**src/design/ewcs_pkg.sv**
```systemverilog
// Purpose: constants and types for the write-completion host controller
// Assumes: 200 MHz clock, byte-wide multiplexed address/data bus
// Notes:   the far side is the nonvolatile memory device
package ewcs_pkg;

    localparam int unsigned CLK_NS     = 5;
    // bus timing in ns
    localparam int unsigned T_ALE_NS   = 80;
    localparam int unsigned T_AHOLD_NS = 30;
    localparam int unsigned T_WR_NS    = 120;
    localparam int unsigned T_RD_NS    = 150;
    localparam int unsigned T_DHOLD_NS = 30;
    // longest internal write cycle in ms
    localparam int unsigned T_WC_MS    = 5;

    // least time, rounded up to whole cycles
    function automatic int unsigned ns_to_cyc(input int unsigned ns);
        return (ns + CLK_NS - 1) / CLK_NS;
    endfunction : ns_to_cyc

    localparam logic [7:0]  ALE_CYC = 8'(ns_to_cyc(T_ALE_NS));
    localparam logic [7:0]  AH_CYC  = 8'(ns_to_cyc(T_AHOLD_NS));
    localparam logic [7:0]  WR_CYC  = 8'(ns_to_cyc(T_WR_NS));
    localparam logic [7:0]  RD_CYC  = 8'(ns_to_cyc(T_RD_NS));
    localparam logic [7:0]  DH_CYC  = 8'(ns_to_cyc(T_DHOLD_NS));
    localparam int unsigned WC_CYC  = T_WC_MS * 1000000 / CLK_NS;

    // memory map
    localparam int unsigned PAGE_W    = 6;
    localparam int unsigned ARRAY_W   = 13;
    localparam logic [9:0]  ISR_OFS   = 10'h004;
    localparam int unsigned EOW_BIT   = 3;
    localparam int unsigned WRITE_DONE_IRQ_ENABLE_BIT  = 2;
    localparam int unsigned POLL_BIT  = 6;

    typedef enum logic [1:0] {
        MODE_TOGGLE = 2'b00,
        MODE_FLAG   = 2'b01,
        MODE_IRQ    = 2'b10
    } ewcs_mode_e;

    typedef enum logic [2:0] {
        B_IDLE  = 3'b000,
        B_ALE   = 3'b001,
        B_AHOLD = 3'b010,
        B_STRB  = 3'b011,
        B_HOLD  = 3'b100
    } ewcs_bus_e;

    typedef enum logic [3:0] {
        S_IDLE     = 4'b0000,
        S_RD_ISR   = 4'b0001,
        S_CLR_ISR  = 4'b0010,
        S_WR_DATA  = 4'b0011,
        S_TGL_RD   = 4'b0100,
        S_FLG_RD   = 4'b0101,
        S_IRQ_WAIT = 4'b0110,
        S_ACK      = 4'b0111,
        S_USR_RD   = 4'b1000,
        S_DONE     = 4'b1001
    } ewcs_state_e;

    // register window address of the interrupt status register
    function automatic logic [15:0] isr_addr(input logic [5:0] page);
        return {page, ISR_OFS};
    endfunction : isr_addr

    // status write value: done flag zeroed, enable optionally forced
    function automatic logic [7:0] isr_wval(input logic [7:0] interrupt_status_reg,
                                            input logic       set_en,
                                            input logic       en);
        logic [7:0] v;
        v = interrupt_status_reg;
        v[EOW_BIT] = 1'b0;
        if (set_en)
        begin
            v[WRITE_DONE_IRQ_ENABLE_BIT] = en;
        end
        return v;
    endfunction : isr_wval

endpackage : ewcs_pkg

```
**src/design/ewcs_cyc_if.sv**
```systemverilog
// Purpose: one bus cycle request between sequencer and pin driver
// Assumes: req is a one-cycle pulse given only while the driver is idle
// Notes:   done pulses once per cycle, rdata valid with it
`timescale 1ns/1ps
interface ewcs_cyc_if;
    logic        req;
    logic        write;
    logic [15:0] addr;
    logic [7:0]  wdata;
    logic        done;
    logic [7:0]  rdata;

    modport ctrl (output req, write, addr, wdata, input done, rdata);
    modport bus  (input req, write, addr, wdata, output done, rdata);
endinterface : ewcs_cyc_if

```
**src/design/ewcs_host.sv**
```systemverilog
// Purpose: writes a byte and waits for the device to finish programming
// Assumes: register window page given by i_win_page, inputs synchronous
// Notes:   completion by toggle read, flag polling or interrupt line
`timescale 1ns/1ps
module ewcs_host #(
    parameter int unsigned TMO_CYC = ewcs_pkg::WC_CYC
) (
    // clock and reset
    input  wire logic       i_clk,
    input  wire logic       i_rst_n,
    // user request
    input  wire logic       i_req,
    input  wire logic       i_write,
    input  wire logic [1:0] i_mode,
    input  wire logic [12:0] i_addr,
    input  wire logic [7:0] i_wdata,
    input  wire logic [5:0] i_win_page,
    // user answer
    output logic            o_ready,
    output logic            o_done,
    output logic            o_err,
    output logic [7:0]      o_rdata,
    // device pins
    output logic            o_ale,
    output logic            o_ce_n,
    output logic            o_wr_n,
    output logic            o_rd_n,
    output logic [7:0]      o_addr_hi,
    output logic [7:0]      o_ad,
    output logic            o_ad_oe_n,
    input  wire logic [7:0] i_ad,
    input  wire logic       i_irq_n
);
    ewcs_cyc_if cyc ();

    ewcs_pkg::ewcs_state_e state_reg;
    ewcs_pkg::ewcs_mode_e  mode_reg;
    logic                  issue_reg;
    logic [15:0]           addr_reg;
    logic [7:0]            wdata_reg;
    logic [5:0]            page_reg;
    logic [7:0]            isr_reg;
    logic                  prev_reg;
    logic                  have_prev_reg;
    logic                  fail_reg;
    logic [31:0]           tmo_reg;
    logic                  tmo;
    logic                  isr_st;
    logic                  overlap;
    logic                  same;

    // window covering the requested array byte hides it
    assign overlap = (i_win_page[5:3] == 3'b000) &&
                     (i_win_page[2:0] == i_addr[12:10]);
    assign tmo     = tmo_reg >= TMO_CYC;
    assign same    = cyc.rdata[ewcs_pkg::POLL_BIT] == prev_reg;
    assign isr_st  = state_reg == ewcs_pkg::S_RD_ISR  ||
                     state_reg == ewcs_pkg::S_CLR_ISR ||
                     state_reg == ewcs_pkg::S_FLG_RD  ||
                     state_reg == ewcs_pkg::S_ACK;

    // bus request fields follow the current state
    assign cyc.req   = issue_reg;
    assign cyc.write = state_reg == ewcs_pkg::S_CLR_ISR ||
                       state_reg == ewcs_pkg::S_WR_DATA ||
                       state_reg == ewcs_pkg::S_ACK;
    assign cyc.addr  = isr_st ? ewcs_pkg::isr_addr(page_reg) : addr_reg;
    assign cyc.wdata = state_reg == ewcs_pkg::S_WR_DATA ? wdata_reg :
                       state_reg == ewcs_pkg::S_CLR_ISR ?
                       ewcs_pkg::isr_wval(isr_reg, 1'b1,
                           mode_reg[1]) :
                       ewcs_pkg::isr_wval(isr_reg, 1'b0, 1'b0);

    assign o_ready = state_reg == ewcs_pkg::S_IDLE;
    assign o_done  = state_reg == ewcs_pkg::S_DONE;
    assign o_err   = o_done && fail_reg;

    ewcs_bus_cycle u_bus (
        .i_clk     (i_clk),
        .i_rst_n   (i_rst_n),
        .cyc       (cyc.bus),
        .o_ale     (o_ale),
        .o_ce_n    (o_ce_n),
        .o_wr_n    (o_wr_n),
        .o_rd_n    (o_rd_n),
        .o_addr_hi (o_addr_hi),
        .o_ad      (o_ad),
        .o_ad_oe_n (o_ad_oe_n),
        .i_ad      (i_ad)
    );

    // operation sequencing
    always_ff @(posedge i_clk or negedge i_rst_n)
    begin
        if (!i_rst_n)
        begin
            state_reg     <= ewcs_pkg::S_IDLE;
            mode_reg      <= ewcs_pkg::MODE_TOGGLE;
            issue_reg     <= 1'b0;
            addr_reg      <= 16'h0000;
            wdata_reg     <= 8'h00;
            page_reg      <= 6'h00;
            isr_reg       <= 8'h00;
            prev_reg      <= 1'b0;
            have_prev_reg <= 1'b0;
            fail_reg      <= 1'b0;
        end
        else
        begin
            issue_reg <= 1'b0;
            case (state_reg)
                ewcs_pkg::S_IDLE:
                    if (i_req)
                    begin
                        mode_reg  <= ewcs_pkg::ewcs_mode_e'(i_mode);
                        addr_reg  <= {3'b000, i_addr};
                        wdata_reg <= i_wdata;
                        page_reg  <= i_win_page;
                        fail_reg  <= 1'b0;
                        if (!i_write)
                        begin
                            state_reg <= ewcs_pkg::S_USR_RD;
                            issue_reg <= 1'b1;
                        end
                        else if (overlap)
                        begin
                            fail_reg  <= 1'b1;
                            state_reg <= ewcs_pkg::S_DONE;
                        end
                        else
                        begin
                            state_reg <= ewcs_pkg::S_RD_ISR;
                            issue_reg <= 1'b1;
                        end
                    end
                ewcs_pkg::S_RD_ISR:
                    if (cyc.done)
                    begin
                        isr_reg   <= cyc.rdata;
                        state_reg <= ewcs_pkg::S_CLR_ISR;
                        issue_reg <= 1'b1;
                    end
                ewcs_pkg::S_CLR_ISR:
                    if (cyc.done)
                    begin
                        state_reg <= ewcs_pkg::S_WR_DATA;
                        issue_reg <= 1'b1;
                    end
                ewcs_pkg::S_WR_DATA:
                    if (cyc.done)
                    begin
                        have_prev_reg <= 1'b0;
                        case (mode_reg)
                            ewcs_pkg::MODE_TOGGLE:
                            begin
                                state_reg <= ewcs_pkg::S_TGL_RD;
                                issue_reg <= 1'b1;
                            end
                            ewcs_pkg::MODE_FLAG:
                            begin
                                state_reg <= ewcs_pkg::S_FLG_RD;
                                issue_reg <= 1'b1;
                            end
                            default:
                                state_reg <= ewcs_pkg::S_IRQ_WAIT;
                        endcase
                    end
                ewcs_pkg::S_TGL_RD:
                    if (cyc.done)
                    begin
                        if (have_prev_reg && same)
                            state_reg <= ewcs_pkg::S_DONE;
                        else if (tmo)
                        begin
                            fail_reg  <= 1'b1;
                            state_reg <= ewcs_pkg::S_DONE;
                        end
                        else
                        begin
                            prev_reg      <= cyc.rdata[ewcs_pkg::POLL_BIT];
                            have_prev_reg <= 1'b1;
                            issue_reg     <= 1'b1;
                        end
                    end
                ewcs_pkg::S_FLG_RD:
                    if (cyc.done)
                    begin
                        isr_reg <= cyc.rdata;
                        if (cyc.rdata[ewcs_pkg::EOW_BIT])
                        begin
                            state_reg <= ewcs_pkg::S_ACK;
                            issue_reg <= 1'b1;
                        end
                        else if (tmo)
                        begin
                            fail_reg  <= 1'b1;
                            state_reg <= ewcs_pkg::S_DONE;
                        end
                        else if (mode_reg == ewcs_pkg::MODE_FLAG)
                            issue_reg <= 1'b1;
                        else
                            state_reg <= ewcs_pkg::S_IRQ_WAIT;
                    end
                ewcs_pkg::S_IRQ_WAIT:
                    if (!i_irq_n)
                    begin
                        state_reg <= ewcs_pkg::S_FLG_RD;
                        issue_reg <= 1'b1;
                    end
                    else if (tmo)
                    begin
                        fail_reg  <= 1'b1;
                        state_reg <= ewcs_pkg::S_DONE;
                    end
                ewcs_pkg::S_ACK,
                ewcs_pkg::S_USR_RD:
                    if (cyc.done)
                        state_reg <= ewcs_pkg::S_DONE;
                ewcs_pkg::S_DONE:
                    state_reg <= ewcs_pkg::S_IDLE;
                default:
                    state_reg <= ewcs_pkg::S_IDLE;
            endcase
        end
    end

    // programming timeout, started by the data write
    always_ff @(posedge i_clk or negedge i_rst_n)
    begin
        if (!i_rst_n)
            tmo_reg <= 32'h0000_0000;
        else if (state_reg == ewcs_pkg::S_WR_DATA)
            tmo_reg <= 32'h0000_0000;
        else if (!tmo)
            tmo_reg <= tmo_reg + 32'h0000_0001;
    end

    // read data to the user
    always_ff @(posedge i_clk or negedge i_rst_n)
    begin
        if (!i_rst_n)
            o_rdata <= 8'h00;
        else if (cyc.done && (state_reg == ewcs_pkg::S_USR_RD ||
                              state_reg == ewcs_pkg::S_TGL_RD))
            o_rdata <= cyc.rdata;
    end
endmodule : ewcs_host

```
**src/design/ewcs_bus_cycle.sv**
```systemverilog
// Purpose: drives one multiplexed address/data bus cycle
// Assumes: i_ad synchronous to i_clk
// Notes:   pins are registered one cycle behind the state
`timescale 1ns/1ps
module ewcs_bus_cycle (
    // clock and reset
    input  wire logic       i_clk,
    input  wire logic       i_rst_n,
    // request side
    ewcs_cyc_if.bus         cyc,
    // device pins
    output logic            o_ale,
    output logic            o_ce_n,
    output logic            o_wr_n,
    output logic            o_rd_n,
    output logic [7:0]      o_addr_hi,
    output logic [7:0]      o_ad,
    output logic            o_ad_oe_n,
    input  wire logic [7:0] i_ad
);
    ewcs_pkg::ewcs_bus_e state_reg;
    logic [7:0]          cnt_reg;
    logic                wr_reg;
    logic [15:0]         addr_reg;
    logic [7:0]          wdata_reg;
    logic [7:0]          rdata_reg;
    logic                done_reg;
    logic                last;

    assign last      = (cnt_reg == 8'h00);
    assign cyc.done  = done_reg;
    assign cyc.rdata = rdata_reg;

    // phase sequencing
    always_ff @(posedge i_clk or negedge i_rst_n)
    begin
        if (!i_rst_n)
        begin
            state_reg <= ewcs_pkg::B_IDLE;
            cnt_reg   <= 8'h00;
            wr_reg    <= 1'b0;
            addr_reg  <= 16'h0000;
            wdata_reg <= 8'h00;
        end
        else
        begin
            case (state_reg)
                ewcs_pkg::B_IDLE:
                    if (cyc.req)
                    begin
                        wr_reg    <= cyc.write;
                        addr_reg  <= cyc.addr;
                        wdata_reg <= cyc.wdata;
                        cnt_reg   <= ewcs_pkg::ALE_CYC - 8'h01;
                        state_reg <= ewcs_pkg::B_ALE;
                    end
                ewcs_pkg::B_ALE:
                    if (last)
                    begin
                        cnt_reg   <= ewcs_pkg::AH_CYC - 8'h01;
                        state_reg <= ewcs_pkg::B_AHOLD;
                    end
                    else
                        cnt_reg <= cnt_reg - 8'h01;
                ewcs_pkg::B_AHOLD:
                    if (last)
                    begin
                        cnt_reg   <= wr_reg ? ewcs_pkg::WR_CYC - 8'h01
                                            : ewcs_pkg::RD_CYC - 8'h01;
                        state_reg <= ewcs_pkg::B_STRB;
                    end
                    else
                        cnt_reg <= cnt_reg - 8'h01;
                ewcs_pkg::B_STRB:
                    if (last)
                    begin
                        cnt_reg   <= ewcs_pkg::DH_CYC - 8'h01;
                        state_reg <= ewcs_pkg::B_HOLD;
                    end
                    else
                        cnt_reg <= cnt_reg - 8'h01;
                ewcs_pkg::B_HOLD:
                    if (last)
                        state_reg <= ewcs_pkg::B_IDLE;
                    else
                        cnt_reg <= cnt_reg - 8'h01;
                default:
                    state_reg <= ewcs_pkg::B_IDLE;
            endcase
        end
    end

    // pin drive
    always_ff @(posedge i_clk or negedge i_rst_n)
    begin
        if (!i_rst_n)
        begin
            o_ale     <= 1'b0;
            o_ce_n    <= 1'b1;
            o_wr_n    <= 1'b1;
            o_rd_n    <= 1'b1;
            o_addr_hi <= 8'h00;
            o_ad      <= 8'h00;
            o_ad_oe_n <= 1'b1;
        end
        else
        begin
            o_ale     <= state_reg == ewcs_pkg::B_ALE;
            o_ce_n    <= state_reg == ewcs_pkg::B_IDLE;
            o_wr_n    <= !(state_reg == ewcs_pkg::B_STRB && wr_reg);
            o_rd_n    <= !(state_reg == ewcs_pkg::B_STRB && !wr_reg);
            o_addr_hi <= addr_reg[15:8];
            if (state_reg == ewcs_pkg::B_ALE ||
                state_reg == ewcs_pkg::B_AHOLD)
            begin
                o_ad      <= addr_reg[7:0];
                o_ad_oe_n <= 1'b0;
            end
            else
            begin
                o_ad      <= wdata_reg;
                o_ad_oe_n <= !(wr_reg && (state_reg == ewcs_pkg::B_STRB ||
                                          state_reg == ewcs_pkg::B_HOLD));
            end
        end
    end

    // read capture and completion
    always_ff @(posedge i_clk or negedge i_rst_n)
    begin
        if (!i_rst_n)
        begin
            rdata_reg <= 8'h00;
            done_reg  <= 1'b0;
        end
        else
        begin
            if (state_reg == ewcs_pkg::B_STRB && last && !wr_reg)
                rdata_reg <= i_ad;
            done_reg <= state_reg == ewcs_pkg::B_HOLD && last;
        end
    end
endmodule : ewcs_bus_cycle

```
**config.mk**
```make
export PLATFORM = sky130hd
export DESIGN_NAME = ewcs_host
export DESIGN_NICKNAME = d
export VERILOG_FILES = /design/src/design/ewcs_pkg.sv /design/src/design/ewcs_cyc_if.sv /design/src/design/ewcs_host.sv /design/src/design/ewcs_bus_cycle.sv
export SDC_FILE = /design/constraint.sdc
export NUM_CORES = 1
export LEC_CHECK = 0
export BUFFER_PORTS_ARGS = -buffer_cell sky130_fd_sc_hd__buf_4
export CORE_ASPECT_RATIO = 0.6
export CORE_MARGIN = 4
export CORE_UTILIZATION = 55
export CTS_CLUSTER_DIAMETER = 40
export DETAILED_ROUTE_END_ITERATION = 10
export PLACE_DENSITY = 0.83
export SLEW_MARGIN = 15
export SYNTH_ARGS = -nofsm -noshare
export SYNTH_HDL_FRONTEND = slang
export SYNTH_SLANG_ARGS = --single-unit
```
**constraint.sdc**
```tcl
create_clock -name i_clk -period 4 [get_ports i_clk]
set_input_delay 0.2 -clock i_clk [delete_from_list [all_inputs] [get_ports i_clk]]
set_output_delay 0.2 -clock i_clk [all_outputs]
set_load 0.01 [all_outputs]
```
==> results of run 1 <==
## timing repair
item,CTS,global route
hold buffers,4,2
hold endpoints to repair,83,2
gates resized for setup,0,0
## power groups by stage
stage / sequential, mW / clock, mW / combinational (mW)
floorplan: 1.55 / 0 / 0.00402
global placement: 1.55 / 0 / 0.0682
detailed placement: 1.55 / 0 / 0.0707
CTS: 1.52 / 1.72 / 0.0743
global route: 1.52 / 1.80 / 0.0829
finish: 1.52 / 1.70 / 0.0736
## cell usage after synthesis (12+ instances only)
cell,n
dfrtp_1,146
nand2_1,70
mux2_2,64
nor2_1,43
o21ai_0,39
clkbuf_1,30
a21oi_1,19
xnor2_1,18
and2_1,16
inv_1,16
nor3_1,16
nand3_1,14
a31oi_1,12
nor4_1,12
## final cells by class
class | instances | area (µm²)
clock buffer | 17 | 425
clock inverter | 15 | 206
fill | 866 | 3890
inverter | 16 | 60.1
multi-input combinational | 423 | 2810
sequential | 150 | 3760
tap | 165 | 206
timing repair buffer | 87 | 672
## worst max-delay path, cell delays in order (launching register included)
cell     delay, ns
dfrtp_1       0.38
inv_1         0.10
ha_1          0.21
or4b_4        0.50
or4_1         0.61
nor3_4        0.53
mux2_2        0.40
## cell families (layout without fill, tap and decap cells)
| family | after synthesis | in the layout | share of synthesized area [%] |
|---|---|---|---|
| flops | 150 | 150 | 55.6 |
| buf+inv | 51 | 135 | 2.92 |
| mux | 68 | 68 | 11.3 |
| xor+xnor | 23 | 23 | 2.98 |
| simple gates | 226 | 226 | 17.1 |
| compound gates | 103 | 103 | 9.55 |
| fa+ha+maj | 3 | 3 | 0.555 |
## stage by stage
| stage | setup WS, ns | power [mW] | cells | cell area [µm²] |
|---|---|---|---|---|
| CTS | 1.18 | 3.32 | 871 | 8120 |
| detailed placement | 1.18 | 1.62 | 835 | 7450 |
| global placement | 1.30 | 1.61 | 835 | 7450 |
| finish | 1.14 | 3.29 | 873 | 8140 |
| global route | 1.02 | 3.40 | 873 | 8140 |
| floorplan | 1.55 | 1.55 | 624 | 6760 |
## metal layers
metal / global-route usage (%) / share of wire, % / vias to the layer above / wire [µm]
li1: - / - / 2347 / -
met2: 35.5 / 46 / 184 / 7120
met3: 6.46 / 8.1 / 14 / 1250
met5: 0 / 0 / - / 0
met4: 4.45 / 0.77 / 0 / 119
met1: 32.0 / 45 / 2488 / 6930
## final timing paths
| kind | slack (ns) | endpoint | start | cells after the start |
|---|---|---|---|---|
| max | 1.14 | u_bus.cyc.rdata[4]$_DFFE_PN0P_ | u_bus.cnt_reg[0]$_DFFE_PN0P_ | 6 |
| min | 0.009 | addr_reg[4]$_DFFE_PN0P_ | i_addr[4] | 2 |
| max reg2reg | 1.14 | u_bus.cyc.rdata[4]$_DFFE_PN0P_ | u_bus.cnt_reg[0]$_DFFE_PN0P_ | 6 |
| min reg2reg | 0.38 | u_bus.o_addr_hi[6]$_DFF_PN0_ | u_bus.addr_reg[14]$_DFFE_PN0P_ | 0 |
| max in group asynchronous | 2.64 | u_bus.o_wr_n$_DFF_PN1_ | i_rst_n | 3 |
| min in group asynchronous | 0.37 | u_bus.cyc.rdata[3]$_DFFE_PN0P_ | i_rst_n | 2 |
==> flow_summary.ini, run 1 <==
[status]
outcome = finished clean

[pwr]
intPower_mw = 2.56
p_seq_share_pct = 46.1
ir_drop_v = 0.000307
swShare_pct = 22.3
leakage_nw = 3.85
p_per_area_mw_per_mm2 = 405
clock_power_share_pct = 51.7
p_switching_uw = 735
p_comb_share_pct = 2.2

[yosys]
synth_top_cell_area_share_pct = 54.0
syn_area_mm2 = 0.00676
ys_async_sr_fraction_pct = 100
synth_top_cell_by_area = dfrtp_1
ys.flop_type = dfrtp_1
syn_avg_cell_area_um2 = 10.8
synth.ff_latch_count = 150
synth-edff-count = 0
syn_nets = 669
ys_seq_area_share_pct = 55.6
yosys_warnings = 0
syn_inst = 624
ys_types = 59
synth_area_leaders = dfrtp_1, mux2_2, nand2_1

[floorplanning]
fp.dieH_um = 93.9
die_w_um = 151
die-area_mm2 = 0.0142
initial_core_util_pct = 56.2
core-area_mm2 = 0.0120
num_rows = 31
boundaryPins = 74

[clock_network]
cts_max_level = 4
cts_tree = yes
cts_setup_buffers = 0
cts_buffers = 17
insertion_delay_ns = 0.42
cts_max_path_buffers = 2
cts.sinks = 150
clkTransAtPathRegs_ns = 0.06
cts_root_buffer = clkbuf_16

[cells_and_area]
diodes = 0
largest_register_ffs = 32
areaGrowthSynthToFinish_pct = 20.4
finish.net_count = 740
final_common_cell = dfrtp_1
fin_util_pct = 67.7
drive_above_1_share_pct = 26.8
final_cell_mix = dfrtp_1, buf_4, nand2_1, mux2_2, nor2_1

[timing]
skew_ns = 0.00931
tightest_slew_ns = 0.950
fin_crit_ns = 2.86
rsz0062_at_grt = false
max_slew_margin_pct = 36.7
setup-tns-final_ns = 0
slew_violations = 0
setup_violations = 0
finalHoldViolCount = 0
fmax_ghz = 0.350
whs_ns = 0.00927
finalCritPeriodShare_pct = 71.5

[placed_design]
gp_congestion = 0.870
dp_hpwl_mm = 10.3
port-buffer-count = 73

[setup_path]
critPathCaptureType = flop
crit_type = flop to flop
arrival_ns = 3.16
cp_max_fo = 8
required_ns = 4.30
start_kind = flop

[routing]
drt-vias-per-instance = 5.77
drc_errors = 0
vias = 5033
drt-wirelength-per-cell_um = 17.7
ant_nets = 0
drt_first_pass_iters = 5
drt_iter0_drc = 493
wl_mm = 15.4

[global_routing]
groute.usage.overall_pct = 22.7
grt_max_degree = 83
overflow = 0
grt_pass1_wl_mm = 25.3
antenna_found_initial = 0
first_global_vias = 4939

[worst_hold_path]
min_path_type = input pin to flop

[job]
maxCapViolCount = 0
(Power assumes the default switching activity.)
==> run 2, diff against run 1 <==
--- a/config.mk
+++ b/config.mk
@@ -8,7 +8,7 @@
 export BUFFER_PORTS_ARGS = -buffer_cell sky130_fd_sc_hd__buf_4
 export CORE_ASPECT_RATIO = 0.6
 export CORE_MARGIN = 4
-export CORE_UTILIZATION = 55
+export CORE_UTILIZATION = 53
 export CTS_CLUSTER_DIAMETER = 40
 export DETAILED_ROUTE_END_ITERATION = 10
 export PLACE_DENSITY = 0.83
==> constraint.sdc (replaced) <==
create_clock -name i_clk -period 2.35 [get_ports i_clk]
set_input_delay 0.1175 -clock i_clk [delete_from_list [all_inputs] [get_ports i_clk]]
set_output_delay 0.1175 -clock i_clk [all_outputs]
set_load 0.01 [all_outputs]
==> run 2 against run 1 <==
Flip-flop and latch count unchanged. Largest power group unchanged. Combinational power up 140%. First-iteration DRC count is 34% higher. Count of clock-buffer cells in the layout rose by 3. Cell area increased by 7.8%. Register-to-register slack worse by 1.1 ns. Clock power up 70%. Sequential power is 70% higher. Largest cell class unchanged. Sequential share of layout area shrank 3.3 points. Critical endpoint is now tmo_reg[13]$_DFFE_PN0P_. Critical path type unchanged. Worst hold slack improved by 0.036 ns. Non-clock buffer count increased by 63.
==> flow_summary.ini, run 2 (synthesized netlist as in run 1, its figures left out) <==
[setup_path]
cp_max_fo = 7
critPathCaptureType = flop
crit_type = flop to flop
worstPathCellList = nor4_1 -> a311oi_2 -> or3_1 -> or4_1 -> a21oi_1
crit_path_top_delay_cell = or4_1
slowest_delay_ns = 0.54
required_ns = 2.69
arrival_ns = 2.66
start_kind = flop

[cells_and_area]
drive_above_1_share_pct = 29.7
final_common_cell = dfrtp_1
diodes = 0
stdcell_area_mm2 = 0.00877
finish.net_count = 803
areaGrowthSynthToFinish_pct = 29.7
nFillCells = 818
final_cell_mix = dfrtp_1, buf_4, nand2_1, mux2_2, nor2_1
largest_register_ffs = 32

[placed_design]
port-buffer-count = 73
gp_congestion = 0.962
post_dp_cell_area_mm2 = 0.00770
dp_hpwl_mm = 11.3

[timing]
fmax_ghz = 0.432
max_slew_margin_pct = 61.9
whs_ns = 0.0449
slew_violations = 0
rsz0062_at_grt = true
skew_ns = 0.00819
setup-tns-final_ns = 0
setup_violations = 0
finalHoldViolCount = 0
finalCritPeriodShare_pct = 98.5
tightest_slew_ns = 0.572
fin_crit_ns = 2.32

[clock_network]
insertion_delay_ns = 0.42
clkTransAtPathRegs_ns = 0.06
cts_tree = yes
cts.sinks = 150
cts_root_buffer = clkbuf_16
cts_max_path_buffers = 2
cts_buffers = 17
cts_max_level = 4

[routing]
drc_errors = 0
vias = 5505
drt-vias-per-instance = 5.88
drt_first_pass_iters = 6
wl_mm = 17.9
drt-wirelength-per-cell_um = 19.1
ant_nets = 0
drt_iter0_drc = 659

[status]
outcome = finished clean

[pwr]
leakage_nw = 4.14
ir_drop_v = 0.000493
fin_total_pwr_mw = 5.65
p_per_area_mw_per_mm2 = 644

[floorplanning]
fp.dieH_um = 95.5
die-area_mm2 = 0.0147
boundaryPins = 74
die_w_um = 154
num_rows = 31
initial_core_util_pct = 55.2
core-area_mm2 = 0.0123

[worst_hold_path]
min_path_type = input pin to flop

[global_routing]
groute.usage.overall_pct = 25.1
first_global_vias = 5612
grt_max_degree = 67
grt_pass1_wl_mm = 28.9
antenna_found_initial = 0
overflow = 0

[job]
maxCapViolCount = 0
run 2: cell type report:
type,count,area (µm²),area share [%]
timing repair buffer,150,1260,14.4
sequential,150,3760,42.9
clock buffer,20,467,5.32
inverter,16,60.1,0.685
clock inverter,12,165,1.88
tap,165,206,2.35
multi-input combinational,423,2850,32.5
run 2: report_power, final:
group | internal [mW] | switching [mW] | total [mW]
logic | 0.0950 | 0.0812 | 0.176
registers | 2.58 | 0 | 2.58
clock network | 1.77 | 1.12 | 2.89
total | 4.45 | 1.20 | 5.65
run 2: timing repair:
item	in CTS	in global routing
hold buffers	38	0
pin swaps	2	1
hold endpoints to repair	89	0
gates resized for setup	3	8
setup buffers	0	2
setup endpoints to repair	9	18
run 2: critical path, delay by kind of cell (launching register included):
kind,cells,cell delay [ns]
flops,1,0.44
simple gates,3,1.47
compound gates,2,0.34
run 2: path summary, 6_finish.rpt:
check | start | to | slack, ns | depth (start not counted)
max | tmo_reg[15]$_DFFE_PN0P_ | tmo_reg[13]$_DFFE_PN0P_ | 0.03 | 5
min | i_irq_n | state_reg[1]$_DFFE_PN0P_ | 0.04 | 3
max reg2reg | tmo_reg[15]$_DFFE_PN0P_ | tmo_reg[13]$_DFFE_PN0P_ | 0.03 | 5
min reg2reg | u_bus.addr_reg[8]$_DFFE_PN0P_ | u_bus.o_addr_hi[0]$_DFF_PN0_ | 0.38 | 0
max in group asynchronous | i_rst_n | u_bus.cyc.rdata[3]$_DFFE_PN0P_ | 1.41 | 3
min in group asynchronous | i_rst_n | u_bus.o_ale$_DFF_PN0_ | 0.22 | 2
run 2: per-layer routing:
metal  up-vias  global-route usage, %  share of wire (%)
li1       2471                      -                  -
met1      2697                   33.8                 43
met2       293                   40.5                 47
met3        44                   5.08                7.7
met4         0                   10.2                2.5
met5         -                      0                  0
run 2: metrics by stage:
| stage | setup slack (ns) | util, % | instances |
|---|---|---|---|
| CTS | 0.00813 | 71.2 | 934 |
| global route | -0.0379 | 71.5 | 936 |
| detailed placement | -0.120 | 62.8 | 864 |
| floorplan | -0.0991 | - | 624 |
| global placement | -0.0919 | 62.8 | 864 |
| finish | 0.0343 | 71.5 | 936 |
==> run 3, diff against run 2 <==
==> constraint.sdc (replaced) <==
create_clock -name i_clk -period 2.35 [get_ports i_clk]
set_input_delay 0.235 -clock i_clk [delete_from_list [all_inputs] [get_ports i_clk]]
set_output_delay 0.235 -clock i_clk [all_outputs]
set_load 0.01 [all_outputs]
==> run 3 against run 2 <==
Count of clock-buffer cells in the layout fell by 3. First-iteration DRC count fell by 26%. Critical endpoint is now u_bus.cyc.rdata[2]$_DFFE_PN0P_. The run now ends with negative setup slack left. Wire length fell by 7.5%. Maximum frequency fell by 2.0%. Core utilization fell by 3.2 points. Largest power group unchanged. Clock skew rose by 0.0013 ns.
==> flow_summary.ini, run 3 (synthesized netlist as in run 1, its figures left out) <==
[floorplanning]
die-area_mm2 = 0.0147
boundaryPins = 74
core-area_mm2 = 0.0123
fp.dieH_um = 95.5
die_w_um = 154
num_rows = 31
initial_core_util_pct = 55.2

[global_routing]
overflow = 0
grt_pass1_wl_mm = 27.1
groute.usage.overall_pct = 23.6
antenna_found_initial = 0
grt_max_degree = 64
first_global_vias = 5240

[clock_network]
cts_buffers = 17
cts_tree = yes
clkTransAtPathRegs_ns = 0.07
cts_root_buffer = clkbuf_16
cts.sinks = 150
insertion_delay_ns = 0.43
cts_max_level = 4
cts_max_path_buffers = 2

[cells_and_area]
drive_above_1_share_pct = 31.4
largest_register_ffs = 32
areaGrowthSynthToFinish_pct = 23.8
diodes = 0
final_common_cell = dfrtp_1
final_cell_mix = dfrtp_1, buf_4, nand2_1, mux2_2, nor2_1
finish.net_count = 770
fin_util_pct = 68.3

[setup_path]
required_ns = 2.66
cp_max_fo = 8
critPathCaptureType = flop
start_kind = flop
worstPathCellList = inv_2 -> ha_4 -> or4b_4 -> or4_4 -> nor3_4 -> buf_12 -> mux2_2
crit_path_top_delay_cell = or4b_4
arrival_ns = 2.68
slowest_delay_ns = 0.46
cp_top_family = simple AND/OR/NAND/NOR gates
crit_buf_inv = 2
crit_type = flop to flop

[routing]
drt_iter0_drc = 488
drt-wirelength-per-cell_um = 18.3
drc_errors = 0
vias = 5308
wl_mm = 16.5
ant_nets = 0
drt-vias-per-instance = 5.88
drt_first_pass_iters = 5

[placed_design]
port-buffer-count = 73
gp_congestion = 0.896
dp_hpwl_mm = 11.4

[timing]
finalCritPeriodShare_pct = 101
max_slew_margin_pct = 61.0
fmax_ghz = 0.423
fin_crit_ns = 2.36
tightest_slew_ns = 0.585
whs_ns = 0.0377
skew_ns = 0.00950
worst_slack_ns = -0.0118
setup_violations = 5
slew_violations = 0
setup-tns-final_ns = -0.0356
finalHoldViolCount = 0
rsz0062_at_grt = true

[pwr]
fin_total_pwr_mw = 5.40
p_per_area_mw_per_mm2 = 645
leakage_nw = 4.00
ir_drop_v = 0.000477

[job]
maxCapViolCount = 0

[status]
outcome = finished with violations
violations = negative setup slack

[worst_hold_path]
min_path_type = input pin to flop
## run 3: cell count changes in the layout (fill, tap and decap cells not counted), moves of 3 or more
cell           previous run  this run
clkbuf_8                  3         0
buf_4                   108       113
inv_8                     0         4
dlygate4sd3_1            38         1
## run 3: final timing paths
path / start / to / slack [ns] / cells past startpoint
max: u_bus.cnt_reg[0]$_DFFE_PN0P_ / u_bus.cyc.rdata[2]$_DFFE_PN0P_ / -0.01 / 7
min: i_ad[3] / u_bus.cyc.rdata[3]$_DFFE_PN0P_ / 0.04 / 2
max reg2reg: u_bus.cnt_reg[0]$_DFFE_PN0P_ / u_bus.cyc.rdata[2]$_DFFE_PN0P_ / -0.01 / 7
min reg2reg: u_bus.addr_reg[10]$_DFFE_PN0P_ / u_bus.o_addr_hi[2]$_DFF_PN0_ / 0.38 / 0
max in group asynchronous: i_rst_n / u_bus.o_wr_n$_DFF_PN1_ / 1.30 / 3
min in group asynchronous: i_rst_n / u_bus.state_reg[1]$_DFFE_PN0P_ / 0.35 / 2
## run 3: power by group
| part | switching, mW | leakage [nW] | total [mW] | internal (mW) |
|---|---|---|---|---|
| Combinational | 0.0691 | 1.64 | 0.125 | 0.0559 |
| Clock | 1.19 | 0.289 | 2.70 | 1.51 |
| Sequential | 0 | 2.06 | 2.58 | 2.58 |
## run 3: what timing repair did
action                     CTS  global route
gates resized for setup      4             7
hold endpoints to repair    58             0
setup buffers                1             5
hold buffers                 1             0
pin swaps                    2             1
cloned                       0             0
setup endpoints to repair    9            15
## run 3: area by class of cell
cell class / count / area, µm²
inverters: 16 / 60.1
multi-input cells: 423 / 2850
fillers: 871 / 3880
clock inverters: 15 / 161
well taps: 165 / 206
repair buffers: 117 / 910
clock buffers: 17 / 425
flip-flops and latches: 150 / 3760
## run 3: metal layers
metal,part of all wire (%),vias to the layer above,track usage [%]
met5,0,-,0
met4,1.9,0,7.64
met3,7.8,33,7.48
met2,46,215,36.1
met1,45,2657,32.4
li1,-,2403,-
## run 3: through the flow
| stage | instances | area, µm² | worst slack, ns |
|---|---|---|---|
| after floorplan | 624 | 6760 | -0.0991 |
| after global placement | 864 | 7690 | -0.0575 |
| after detailed placement | 864 | 7690 | -0.112 |
| after CTS | 898 | 8310 | -0.00586 |
| after global routing | 903 | 8370 | -0.0586 |
| final | 903 | 8370 | -0.0118 |
